### src/design/csit_pkg.sv
// Shared constants, types and helpers of the camera sensor input block
package csit_pkg;

  // ----------------------------------------------------------------
  // Widths and depths
  // ----------------------------------------------------------------
  localparam int CSIT_DATA_W     = 20;
  localparam int CSIT_COMP_W     = 10;
  localparam int CSIT_FIFO_DEPTH = 16;
  localparam int CSIT_EMB8_W     = 8;

  // ----------------------------------------------------------------
  // Timing code words, left-justified on 10 bits
  // ----------------------------------------------------------------
  localparam logic [9:0] CSIT_CODE_ONES = 10'h3ff;
  localparam logic [9:0] CSIT_CODE_ZERO = 10'h000;
  localparam int CSIT_XY_ONE = 9;
  localparam int CSIT_XY_F   = 8;
  localparam int CSIT_XY_V   = 7;
  localparam int CSIT_XY_H   = 6;

  // ----------------------------------------------------------------
  // 16-bit RGB field layout
  // ----------------------------------------------------------------
  localparam int CSIT_R_LSB = 11;
  localparam int CSIT_R_W   = 5;
  localparam int CSIT_G_LSB = 5;
  localparam int CSIT_G_W   = 6;
  localparam int CSIT_B_LSB = 0;
  localparam int CSIT_B_W   = 5;

  typedef enum logic [1:0] {
    CSIT_MODE_EMB8  = 2'h0,
    CSIT_MODE_EMB20 = 2'h1,
    CSIT_MODE_GATED = 2'h3
  } csit_mode_t;

  typedef enum logic [0:0] {
    CSIT_LS_BLANK  = 1'h0,
    CSIT_LS_ACTIVE = 1'h1
  } csit_line_t;

  typedef struct packed {
    logic                   pixel_clock;
    logic                   frame_sync;
    logic                   line_sync;
    logic [CSIT_DATA_W-1:0] data;
  } csit_pins_t;

  typedef struct packed {
    logic                   frame_start;
    logic                   line_start;
    logic                   field;
    logic [CSIT_COMP_W-1:0] c2;
    logic [CSIT_COMP_W-1:0] c1;
    logic [CSIT_COMP_W-1:0] c0;
  } csit_pixel_t;

  // Widen a right-justified w-bit component, repeating its top bits below
  function automatic logic [9:0] csit_widen(input logic [9:0] raw, input int w);
    logic [9:0] r;
    r = raw << (CSIT_COMP_W - w);
    for (int i = 0; i < CSIT_COMP_W - w; i++)
      r[i] = r[9 - ((9 - i) % w)];
    return r;
  endfunction : csit_widen

endpackage : csit_pkg

### src/design/csit_fifo.sv
// Pixel FIFO with registered read data
module csit_fifo
#(
  parameter int WIDTH = 8,
  parameter int DEPTH = 16
)(
  // Clock and reset
  input  wire logic             i_clock,
  input  wire logic             i_reset_n,
  // Fill side
  input  wire logic             i_valid,
  input  wire logic [WIDTH-1:0] i_data,
  output logic                  o_ready,
  // Drain side
  output logic                  o_valid,
  output logic [WIDTH-1:0]      o_data,
  input  wire logic             i_ready
);
  localparam int AW = $clog2(DEPTH);

  if (DEPTH < 2 || (DEPTH & (DEPTH - 1)) != 0)
  begin : g_bad_depth
    $error("DEPTH must be a power of two, at least 2");
  end

  logic [WIDTH-1:0] mem [DEPTH];
  logic [AW-1:0]    wptr;
  logic [AW-1:0]    rptr;
  logic [AW:0]      count;
  logic             wr;
  logic             rd;

  // Count excludes the output register, so full is exact
  assign o_ready = (count != (AW+1)'(DEPTH));
  assign wr      = i_valid & o_ready;
  assign rd      = (count != '0) & (~o_valid | i_ready);

  // Storage has no reset; only written words are ever read
  always_ff @(posedge i_clock)
  begin
    if (wr)
      mem[wptr] <= i_data;
  end

  // Pointers and fill level
  always_ff @(posedge i_clock or negedge i_reset_n)
  begin
    if (!i_reset_n)
    begin
      wptr  <= '0;
      rptr  <= '0;
      count <= '0;
    end
    else
    begin
      if (wr)
        wptr <= wptr + 1'b1;
      if (rd)
        rptr <= rptr + 1'b1;
      count <= count + (AW+1)'(wr) - (AW+1)'(rd);
    end
  end

  // Output register
  always_ff @(posedge i_clock or negedge i_reset_n)
  begin
    if (!i_reset_n)
    begin
      o_valid <= 1'b0;
      o_data  <= '0;
    end
    else if (rd)
    begin
      o_valid <= 1'b1;
      o_data  <= mem[rptr];
    end
    else if (i_ready)
      o_valid <= 1'b0;
  end

endmodule : csit_fifo

### src/design/csit_code_decoder.sv
// Embedded timing code finder that strips code words from the stream
module csit_code_decoder
  import csit_pkg::*;
(
  // Clock and reset
  input  wire logic                   i_clock,
  input  wire logic                   i_reset_n,
  // Incoming beats
  input  wire logic                   i_valid,
  input  wire logic [CSIT_DATA_W-1:0] i_word,
  // Cleaned stream, three beats late
  output logic                        o_valid,
  output logic [CSIT_DATA_W-1:0]      o_word,
  // Decoded timing code
  output logic                        o_code,
  output logic                        o_field,
  output logic                        o_vblank,
  output logic                        o_hblank
);
  logic [2:0]             pv;
  logic [CSIT_DATA_W-1:0] pw0;
  logic [CSIT_DATA_W-1:0] pw1;
  logic [CSIT_DATA_W-1:0] pw2;
  logic                   hit;

  // Preamble ones, zero, zero then a word with its top bit set
  assign hit = i_valid & (&pv) & i_word[CSIT_DATA_W-1] &
               (pw2[CSIT_DATA_W-1 -: 10] == CSIT_CODE_ONES) &
               (pw1[CSIT_DATA_W-1 -: 10] == CSIT_CODE_ZERO) &
               (pw0[CSIT_DATA_W-1 -: 10] == CSIT_CODE_ZERO);

  // Three-beat delay line; a hit wipes the held preamble
  always_ff @(posedge i_clock or negedge i_reset_n)
  begin
    if (!i_reset_n)
    begin
      pv  <= '0;
      pw0 <= '0;
      pw1 <= '0;
      pw2 <= '0;
    end
    else if (hit)
      pv <= '0;
    else if (i_valid)
    begin
      pv  <= {pv[1:0], 1'b1};
      pw2 <= pw1;
      pw1 <= pw0;
      pw0 <= i_word;
    end
  end

  // Outputs, one cycle after the beat
  always_ff @(posedge i_clock or negedge i_reset_n)
  begin
    if (!i_reset_n)
    begin
      o_valid  <= 1'b0;
      o_word   <= '0;
      o_code   <= 1'b0;
      o_field  <= 1'b0;
      o_vblank <= 1'b1;
      o_hblank <= 1'b1;
    end
    else
    begin
      o_valid <= i_valid & ~hit & pv[2];
      o_word  <= pw2;
      o_code  <= hit;
      if (hit)
      begin
        o_field  <= i_word[CSIT_DATA_W-10+CSIT_XY_F];
        o_vblank <= i_word[CSIT_DATA_W-10+CSIT_XY_V];
        o_hblank <= i_word[CSIT_DATA_W-10+CSIT_XY_H];
      end
    end
  end
endmodule : csit_code_decoder

### src/design/csit_camera_input.sv
// Camera sensor input: pin sampling, timing modes, pixel packing and FIFO
//
// Notes on behaviour
// - Three timing modes exist: 8-bit embedded sync, 16/20-bit embedded sync, gated clock.
// - Timing code words are found, removed from the stream, and turned into frame and line syncs.
// - The 8-bit embedded mode takes one colour component per pixel clock.
// - The 16/20-bit embedded mode takes two colour components per pixel clock.
// - In gated mode a rising frame sync starts a new frame.
// - In gated mode pixel clock edges count only while line sync is high.
// - In gated mode data is sampled on each rising edge of a valid pixel clock.
// - In gated mode pixel clock edges are ignored once line sync drops, until it rises again.
// - A narrow component is widened by copying its top bits into the empty low bits.
// - 8-bit luma/chroma is taken only in the 8-bit embedded mode.
// - 16-bit RGB is taken either raw as generic data or unpacked into widened components.
// - 20-bit luma/chroma is taken only in the 16/20-bit embedded mode.
module csit_camera_input
  import csit_pkg::*;
#(
  parameter int FIFO_DEPTH = CSIT_FIFO_DEPTH
)(
  // Clock and reset
  input  wire logic                   i_clock,
  input  wire logic                   i_reset_n,
  // Sensor pins
  input  wire logic                   i_cam_pixel_clock,
  input  wire logic                   i_cam_frame_sync,
  input  wire logic                   i_cam_line_sync,
  input  wire logic [CSIT_DATA_W-1:0] i_cam_data_bus,
  // Static configuration
  input  wire csit_mode_t             i_mode,
  input  wire logic                   i_frame_invert,
  input  wire logic                   i_line_invert,
  input  wire logic                   i_rgb_process,
  // Pixel stream out
  output logic                        o_pix_valid,
  output csit_pixel_t                 o_pix,
  input  wire logic                   i_pix_ready,
  // Status
  output logic                        o_frame_active,
  output logic                        o_line_active,
  output logic                        o_overflow
);

  // ----------------------------------------------------------------
  // Declarations
  // ----------------------------------------------------------------
  csit_pins_t             pin_raw;
  csit_pins_t             sync1;
  csit_pins_t             sync2;
  logic                   pclk_prev;
  logic                   frame_prev;
  logic                   line_prev;
  logic                   frame_lvl;
  logic                   line_lvl;
  logic                   pclk_rise;
  logic [2:0]             settle;
  logic                   gated;
  logic                   embedded;
  logic                   gated_beat;
  logic                   emb_beat;
  logic [CSIT_DATA_W-1:0] emb_word;
  logic                   dec_valid;
  logic [CSIT_DATA_W-1:0] dec_word;
  logic                   dec_code;
  logic                   dec_f;
  logic                   dec_v;
  logic                   dec_h;
  csit_line_t             line_state;
  csit_line_t             next_line_state;
  logic                   field;
  logic                   vblank;
  logic                   frame_set;
  logic                   line_set;
  logic                   frame_pend;
  logic                   line_pend;
  logic                   cand_valid;
  csit_pixel_t            next_pix;
  logic                   push_valid;
  csit_pixel_t            push_data;
  logic                   fifo_ready;

  // ----------------------------------------------------------------
  // Pin sampling
  // ----------------------------------------------------------------
  assign pin_raw = {i_cam_pixel_clock, i_cam_frame_sync,
                    i_cam_line_sync, i_cam_data_bus};

  // Two stages keep every pin, data included, on one latency
  always_ff @(posedge i_clock or negedge i_reset_n)
  begin
    if (!i_reset_n)
    begin
      sync1 <= '0;
      sync2 <= '0;
    end
    else
    begin
      sync1 <= pin_raw;
      sync2 <= sync1;
    end
  end

  // Previous levels for edge finding; settle masks edges while reset zeros, not pin levels, fill the stages,
  // since an inverted sync pin idling high would otherwise fake a rising edge just after reset
  always_ff @(posedge i_clock or negedge i_reset_n)
  begin
    if (!i_reset_n)
    begin
      pclk_prev  <= 1'b0;
      frame_prev <= 1'b0;
      line_prev  <= 1'b0;
      settle     <= '0;
    end
    else
    begin
      pclk_prev  <= sync2.pixel_clock;
      frame_prev <= frame_lvl;
      line_prev  <= line_lvl;
      settle     <= {settle[1:0], 1'b1};
    end
  end

  // Polarity, edges and mode decode
  assign frame_lvl  = sync2.frame_sync ^ i_frame_invert;
  assign line_lvl   = sync2.line_sync ^ i_line_invert;
  assign pclk_rise  = settle[2] & sync2.pixel_clock & ~pclk_prev;
  assign gated      = (i_mode == CSIT_MODE_GATED);
  assign embedded   = (i_mode == CSIT_MODE_EMB8) | (i_mode == CSIT_MODE_EMB20);
  // Sync pins are ignored in embedded modes; the sensor sends none
  assign gated_beat = gated & pclk_rise & line_lvl;
  assign emb_beat   = embedded & pclk_rise;

  // ----------------------------------------------------------------
  // Embedded timing codes
  // ----------------------------------------------------------------
  // 8-bit words are widened so one finder serves both widths
  assign emb_word = (i_mode == CSIT_MODE_EMB8) ?
    {csit_widen(10'(sync2.data[CSIT_EMB8_W-1:0]), CSIT_EMB8_W), CSIT_CODE_ZERO} :
    sync2.data;

  csit_code_decoder u_decoder (
    .i_clock   (i_clock),
    .i_reset_n (i_reset_n),
    .i_valid   (emb_beat),
    .i_word    (emb_word),
    .o_valid   (dec_valid),
    .o_word    (dec_word),
    .o_code    (dec_code),
    .o_field   (dec_f),
    .o_vblank  (dec_v),
    .o_hblank  (dec_h)
  );

  // Line opens on a start code outside vertical blanking
  always_comb
  begin
    next_line_state = line_state;
    if (!embedded)
      next_line_state = CSIT_LS_BLANK;
    else if (dec_code)
    begin
      unique case (line_state)
        CSIT_LS_BLANK:
          if (!dec_h && !dec_v)
            next_line_state = CSIT_LS_ACTIVE;
        CSIT_LS_ACTIVE:
          if (dec_h || dec_v)
            next_line_state = CSIT_LS_BLANK;
      endcase
    end
  end

  // Regenerated frame and field state
  always_ff @(posedge i_clock or negedge i_reset_n)
  begin
    if (!i_reset_n)
    begin
      line_state <= CSIT_LS_BLANK;
      field      <= 1'b0;
      vblank     <= 1'b1;
    end
    else
    begin
      line_state <= next_line_state;
      if (dec_code)
      begin
        field  <= dec_f;
        vblank <= dec_v;
      end
    end
  end

  // ----------------------------------------------------------------
  // Frame and line start marks
  // ----------------------------------------------------------------
  // Embedded frame starts at the first active start code after blanking
  assign frame_set = gated ? (settle[2] & frame_lvl & ~frame_prev) :
                     (dec_code & ~dec_h & ~dec_v & vblank);
  assign line_set  = gated ? (settle[2] & line_lvl & ~line_prev) :
                     (dec_code & ~dec_h & ~dec_v);

  // A word formed in the same cycle carries the new mark, so none is lost
  always_ff @(posedge i_clock or negedge i_reset_n)
  begin
    if (!i_reset_n)
    begin
      frame_pend <= 1'b0;
      line_pend  <= 1'b0;
    end
    else
    begin
      frame_pend <= ~cand_valid & (frame_pend | frame_set);
      line_pend  <= ~cand_valid & (line_pend | line_set);
    end
  end

  // ----------------------------------------------------------------
  // Pixel packing
  // ----------------------------------------------------------------
  assign cand_valid = gated_beat |
                      (embedded & dec_valid & (line_state == CSIT_LS_ACTIVE));

  always_comb
  begin
    next_pix = '0;
    if (gated)
    begin
      if (i_rgb_process)
      begin
        // Unpacked RGB, each field widened to full width
        next_pix.c0 = csit_widen(10'(sync2.data[CSIT_R_LSB +: CSIT_R_W]), CSIT_R_W);
        next_pix.c1 = csit_widen(10'(sync2.data[CSIT_G_LSB +: CSIT_G_W]), CSIT_G_W);
        next_pix.c2 = csit_widen(10'(sync2.data[CSIT_B_LSB +: CSIT_B_W]), CSIT_B_W);
      end
      else
      begin
        // Generic data passes untouched
        next_pix.c0 = sync2.data[CSIT_DATA_W-1 -: CSIT_COMP_W];
        next_pix.c1 = sync2.data[CSIT_COMP_W-1:0];
      end
    end
    else
    begin
      next_pix.c0    = dec_word[CSIT_DATA_W-1 -: CSIT_COMP_W];
      next_pix.field = field;
      if (i_mode == CSIT_MODE_EMB20)
        next_pix.c1 = dec_word[CSIT_COMP_W-1:0];
    end
    next_pix.frame_start = frame_pend | frame_set;
    next_pix.line_start  = line_pend | line_set;
  end

  // Push register in front of the FIFO
  always_ff @(posedge i_clock or negedge i_reset_n)
  begin
    if (!i_reset_n)
    begin
      push_valid <= 1'b0;
      push_data  <= '0;
    end
    else
    begin
      push_valid <= cand_valid;
      if (cand_valid)
        push_data <= next_pix;
    end
  end

  // The sensor cannot be stalled; a full FIFO drops the word and says so
  always_ff @(posedge i_clock or negedge i_reset_n)
  begin
    if (!i_reset_n)
      o_overflow <= 1'b0;
    else if (push_valid && !fifo_ready)
      o_overflow <= 1'b1;
    else if (frame_set)
      o_overflow <= 1'b0;
  end

  // Status levels
  always_ff @(posedge i_clock or negedge i_reset_n)
  begin
    if (!i_reset_n)
    begin
      o_frame_active <= 1'b0;
      o_line_active  <= 1'b0;
    end
    else
    begin
      o_frame_active <= embedded ? ~vblank : (gated & frame_lvl);
      o_line_active  <= embedded ? (line_state == CSIT_LS_ACTIVE) : (gated & line_lvl);
    end
  end

  // ----------------------------------------------------------------
  // Output FIFO
  // ----------------------------------------------------------------
  csit_fifo #(
    .WIDTH ($bits(csit_pixel_t)),
    .DEPTH (FIFO_DEPTH)
  ) u_fifo (
    .i_clock   (i_clock),
    .i_reset_n (i_reset_n),
    .i_valid   (push_valid),
    .i_data    (push_data),
    .o_ready   (fifo_ready),
    .o_valid   (o_pix_valid),
    .o_data    (o_pix),
    .i_ready   (i_pix_ready)
  );
endmodule : csit_camera_input

### config.mk
export PLATFORM = sky130hd
export DESIGN_NAME = csit_camera_input
export DESIGN_NICKNAME = d
export VERILOG_FILES = /design/src/design/csit_pkg.sv /design/src/design/csit_fifo.sv /design/src/design/csit_code_decoder.sv /design/src/design/csit_camera_input.sv
export SDC_FILE = /design/constraint.sdc
export NUM_CORES = 1
export LEC_CHECK = 0
export ABC_AREA = 1
export BUFFER_PORTS_ARGS = -buffer_cell sky130_fd_sc_hd__buf_2
export CAP_MARGIN = 30
export CORE_UTILIZATION = 40
export CTS_CLUSTER_DIAMETER = 50
export DETAILED_ROUTE_END_ITERATION = 12
export PLACE_DENSITY = 0.63
export SYNTH_ARGS = -nofsm -noshare
export SYNTH_HDL_FRONTEND = slang
export SYNTH_SLANG_ARGS = --single-unit
export TNS_END_PERCENT = 50
### constraint.sdc
create_clock -name i_clock -period 3.8 [get_ports i_clock]
set_input_delay 0.76 -clock i_clock [delete_from_list [all_inputs] [get_ports i_clock]]
set_output_delay 0.76 -clock i_clock [all_outputs]
set_load 0.01 [all_outputs]
==> impl_metrics.tcl <==
set metrics [dict create \
    hold_viol_final 0 \
    grt_pass1_vias 16700 \
    hpwlAfterDp_mm 33.3 \
    cts.repair.resized 0 \
    worstPathRequired_ns 4.33 \
    power_frac_comb 0.250 \
    layout_commonest_cell "sky130_fd_sc_hd__nand2_1" \
    dpl_cell_area_mm2 0.0275 \
    worst-r2r-cell-count 9 \
    cts_buffer_depth 3 \
    run_status "finished clean" \
    grt_util_all_layers 0.187 \
    power.density_cell_area_mw_per_mm2 716 \
    avgRoutedWirePerCell_um 18.6 \
    core_mm2 0.0646 \
    power.switching_uw 7070 \
    route.detailed.drc 0 \
    syn2layout_area_growth_pct 14.4 \
    drive_above_1_share 0.101 \
    crit_path_end_kind "flop" \
    synth_area_mm2 0.0262 \
    nets 2456 \
    die-width_um 258 \
    mostFrequentLayoutCells "sky130_fd_sc_hd__nand2_1 (940), sky130_fd_sc_hd__edfxtp_1 (448), sky130_fd_sc_hd__nand3_1 (409)" \
    vias 17000 \
    inserted_clock_buffers 74 \
    hold_path.class "in -> async" \
    timing.max_slew.rel_slack 0.255 \
    mappedNetlistNets 2410 \
    floorplan.die_area_mm2 0.0666 \
    largest_net_degree_at_the_start_of_global_routing 227 \
    clock_power_share 0.332 \
    floorplan.initialDensity 0.406 \
    avgSynthCellArea_um2 11.1 \
    critPathLaunchType "flop" \
    cts_setup_buffers 0 \
    worstReg2RegStart "u_fifo.rptr[1]" \
    worst_clock_skew_ns 0.0223 \
    fmaxAchievable_mhz 382 \
    root_buffer_master "sky130_fd_sc_hd__clkbuf_16" \
    finalSetupTns_ns 0 \
    place.port_buffers 67 \
    number_of_standard_cell_rows_in_the_floorplan 93 \
    cts-hold-fix-buffers 0 \
    wire_length_of_the_first_global_routing_pass_mm 96.1 \
    max_cap_viol_count 0 \
    critical_path_arrival_ns 3.15 \
    drt_iter0_markers 1515 \
    yosys_warnings 0 \
    final_area_mm2 0.0300 \
    setup_viol 0 \
    worst_vdd_ir_mv 0.744 \
    num_io_pins 68 \
    layout_min_cycle_time_ns 2.62 \
    clock_insertion_delay_worst_skew_ns 0.60 \
    synthCells 2367 \
    vias_per_cell 5.12 \
    cp_max_fo 53 \
    share_seq_of_total_power 0.418 \
    number_of_pins_exceeding_their_max_slew_limit_in_the_final_report 0 \
    htreeDepth 3 \
    yosysUniqueCellTypes 31 \
    internal_power_uw 14400 \
    gpl.final_weighted_congestion 0.827 \
    fin_crit_sh 0.689 \
    p_sw_frac 0.329 \
    cts.reportedPaths.clkPinSlew_ns 0.06 \
    worst_r2r_endpoint "u_fifo.o_data[11]" \
    synth_seq_area_share 0.723 \
    tritoncts "built" \
    synth-seq-cells 667 \
    setup_repair_after_global_routing_missed_its_margin "false" \
    grt_overflow 0 \
    clock_sink_count 667 \
    detailed_route_wire_length_mm 61.9 \
    number_of_antenna_violations_at_the_first_check_in_global_routing 2 \
    detail-route-antenna-nets 0 \
    worstSetupPathType "reg -> reg" \
    worst-slew-pin-transition_ns 1.12 \
    die_height_um 258 \
    r2r_setup_slk_ns 1.18 \
    leakage_uw 0.0123 \
    detail_route.first_pass.iterations 6 \
]
==> cells in the mapped netlist <==
| library cell | n | area (um2) |
|---|---|---|
| sky130_fd_sc_hd__o22ai_1 | 1 | 6.26 |
| sky130_fd_sc_hd__nand4_1 | 2 | 12.5 |
| sky130_fd_sc_hd__o211ai_1 | 2 | 15.0 |
| sky130_fd_sc_hd__nor2_1 | 59 | 221 |
| sky130_fd_sc_hd__nand2_1 | 942 | 3540 |
| sky130_fd_sc_hd__clkbuf_1 | 64 | 240 |
| sky130_fd_sc_hd__a32oi_1 | 1 | 8.76 |
| sky130_fd_sc_hd__dfstp_2 | 3 | 78.8 |
| sky130_fd_sc_hd__fa_1 | 1 | 20.0 |
| sky130_fd_sc_hd__buf_4 | 7 | 52.6 |
| sky130_fd_sc_hd__edfxtp_1 | 448 | 13500 |
| sky130_fd_sc_hd__conb_1 | 1 | 3.75 |
| sky130_fd_sc_hd__nand3_1 | 409 | 2050 |
| sky130_fd_sc_hd__nor3_1 | 3 | 15.0 |
| sky130_fd_sc_hd__clkinv_1 | 3 | 11.3 |
| sky130_fd_sc_hd__ha_1 | 11 | 138 |
| sky130_fd_sc_hd__inv_2 | 4 | 15.0 |
| sky130_fd_sc_hd__xnor2_1 | 1 | 8.76 |
| sky130_fd_sc_hd__nand2_2 | 1 | 6.26 |
| sky130_fd_sc_hd__nand3b_1 | 1 | 7.51 |
| sky130_fd_sc_hd__xor2_1 | 11 | 96.3 |
| sky130_fd_sc_hd__buf_2 | 46 | 230 |
| sky130_fd_sc_hd__or2_2 | 2 | 12.5 |
| sky130_fd_sc_hd__o21a_1 | 1 | 7.51 |
| sky130_fd_sc_hd__o21ai_0 | 28 | 140 |
| sky130_fd_sc_hd__dfrtp_1 | 216 | 5410 |
| sky130_fd_sc_hd__buf_1 | 18 | 67.6 |
| sky130_fd_sc_hd__a21oi_1 | 14 | 70.1 |
| sky130_fd_sc_hd__o21ai_1 | 17 | 85.1 |
| sky130_fd_sc_hd__inv_1 | 46 | 173 |
| sky130_fd_sc_hd__a31oi_1 | 4 | 25.0 |
==> state kept, by name (all words and copies together) (netlist names), 4 cells and up <==
signal,cells
push_data,28
u_fifo.o_data,28
u_decoder.pw1,20
u_decoder.o_word,20
u_fifo.count,5
u_fifo.mem,448
sync1,23
u_fifo.rptr,4
u_decoder.pw2,20
sync2,23
u_fifo.wptr,4
u_decoder.pw0,20
==> layout make-up <==
class | count | area [um2]
inverters | 53 | 205
fillers | 5741 | 34600
diodes | 2 | 5.00
repair buffers | 105 | 713
multi-input cells | 1512 | 6610
clock inverters | 37 | 395
well taps | 855 | 1070
clock buffers | 97 | 2050
flip-flops and latches | 667 | 18900
==> power by group through the flow <==
stage               logic, uW  clock network (uW)  registers [uW]
floorplan                3760                   0            8930
global placement         5270                   0            9090
detailed placement       5380                   0            9120
CTS                      5400                7260            8980
global route             6030                7550            9050
finish                   5360                7130            8980
==> how the worst max path moves through the flow <==
| stage | start | endpoint | slack [ns] | cells after the start |
|---|---|---|---|---|
| final | u_fifo.rptr[1] | u_fifo.o_data[11] | 1.18 | 9 |
| after global routing | u_fifo.count[2] | u_fifo.count[4] | 0.91 | 11 |
| after CTS | u_fifo.rptr[1] | u_fifo.o_data[11] | 1.18 | 9 |
| after detailed placement | i_mode[1] | u_decoder.o_field | 0.86 | 12 |
| after global placement | i_mode[1] | u_decoder.o_field | 0.94 | 12 |
| after floorplan | u_fifo.count[2] | u_fifo.mem[7][0] | 0.60 | 5 |
==> per-layer routing <==
layer  global-route usage  vias up  routed length (um)  part of all wire
met5                    0        -                   0                 0
met4               0.0575        0                1510             0.024
met3               0.0327      104                3940             0.064
met2                0.315      546               30500              0.49
met1                0.246     8315               25900              0.42
li1                     -     8072                   -                 -
==> worst max-delay path, cell delays in order, from the launching register on <==
cell	delay, ns
sky130_fd_sc_hd__dfrtp_4	0.72
sky130_fd_sc_hd__clkinv_2	0.63
sky130_fd_sc_hd__buf_12	0.45
sky130_fd_sc_hd__nand3_1	0.13
sky130_fd_sc_hd__nand3_1	0.12
sky130_fd_sc_hd__nand2_1	0.11
sky130_fd_sc_hd__nand2_1	0.05
sky130_fd_sc_hd__nand2_1	0.07
sky130_fd_sc_hd__nand2_1	0.13
sky130_fd_sc_hd__nand2_1	0.10
==> cells by family after synthesis <==
logic type | share of synthesized area
simple gates | 0.224
flops | 0.723
buf+inv | 0.0301
compound gates | 0.0137
xor+xnor | 0.00401
fa+ha+maj | 0.00602
other cells | 0.000143
==> stage by stage <==
stage | worst slack, ns | hold slack, ns | utilization | total power (uW) | cells
global route | 0.914 | 0.136 | 0.464 | 22600 | 3326
CTS | 1.18 | 0.113 | 0.464 | 21600 | 3325
finish | 1.18 | 0.110 | 0.464 | 21500 | 3328
floorplan | 0.604 | 0.331 | - | 12700 | 2367
detailed placement | 0.863 | 0.336 | 0.426 | 14500 | 3191
global placement | 0.936 | 0.332 | 0.426 | 14400 | 3191
No activity file was read; power rests on OpenSTA's default activity.
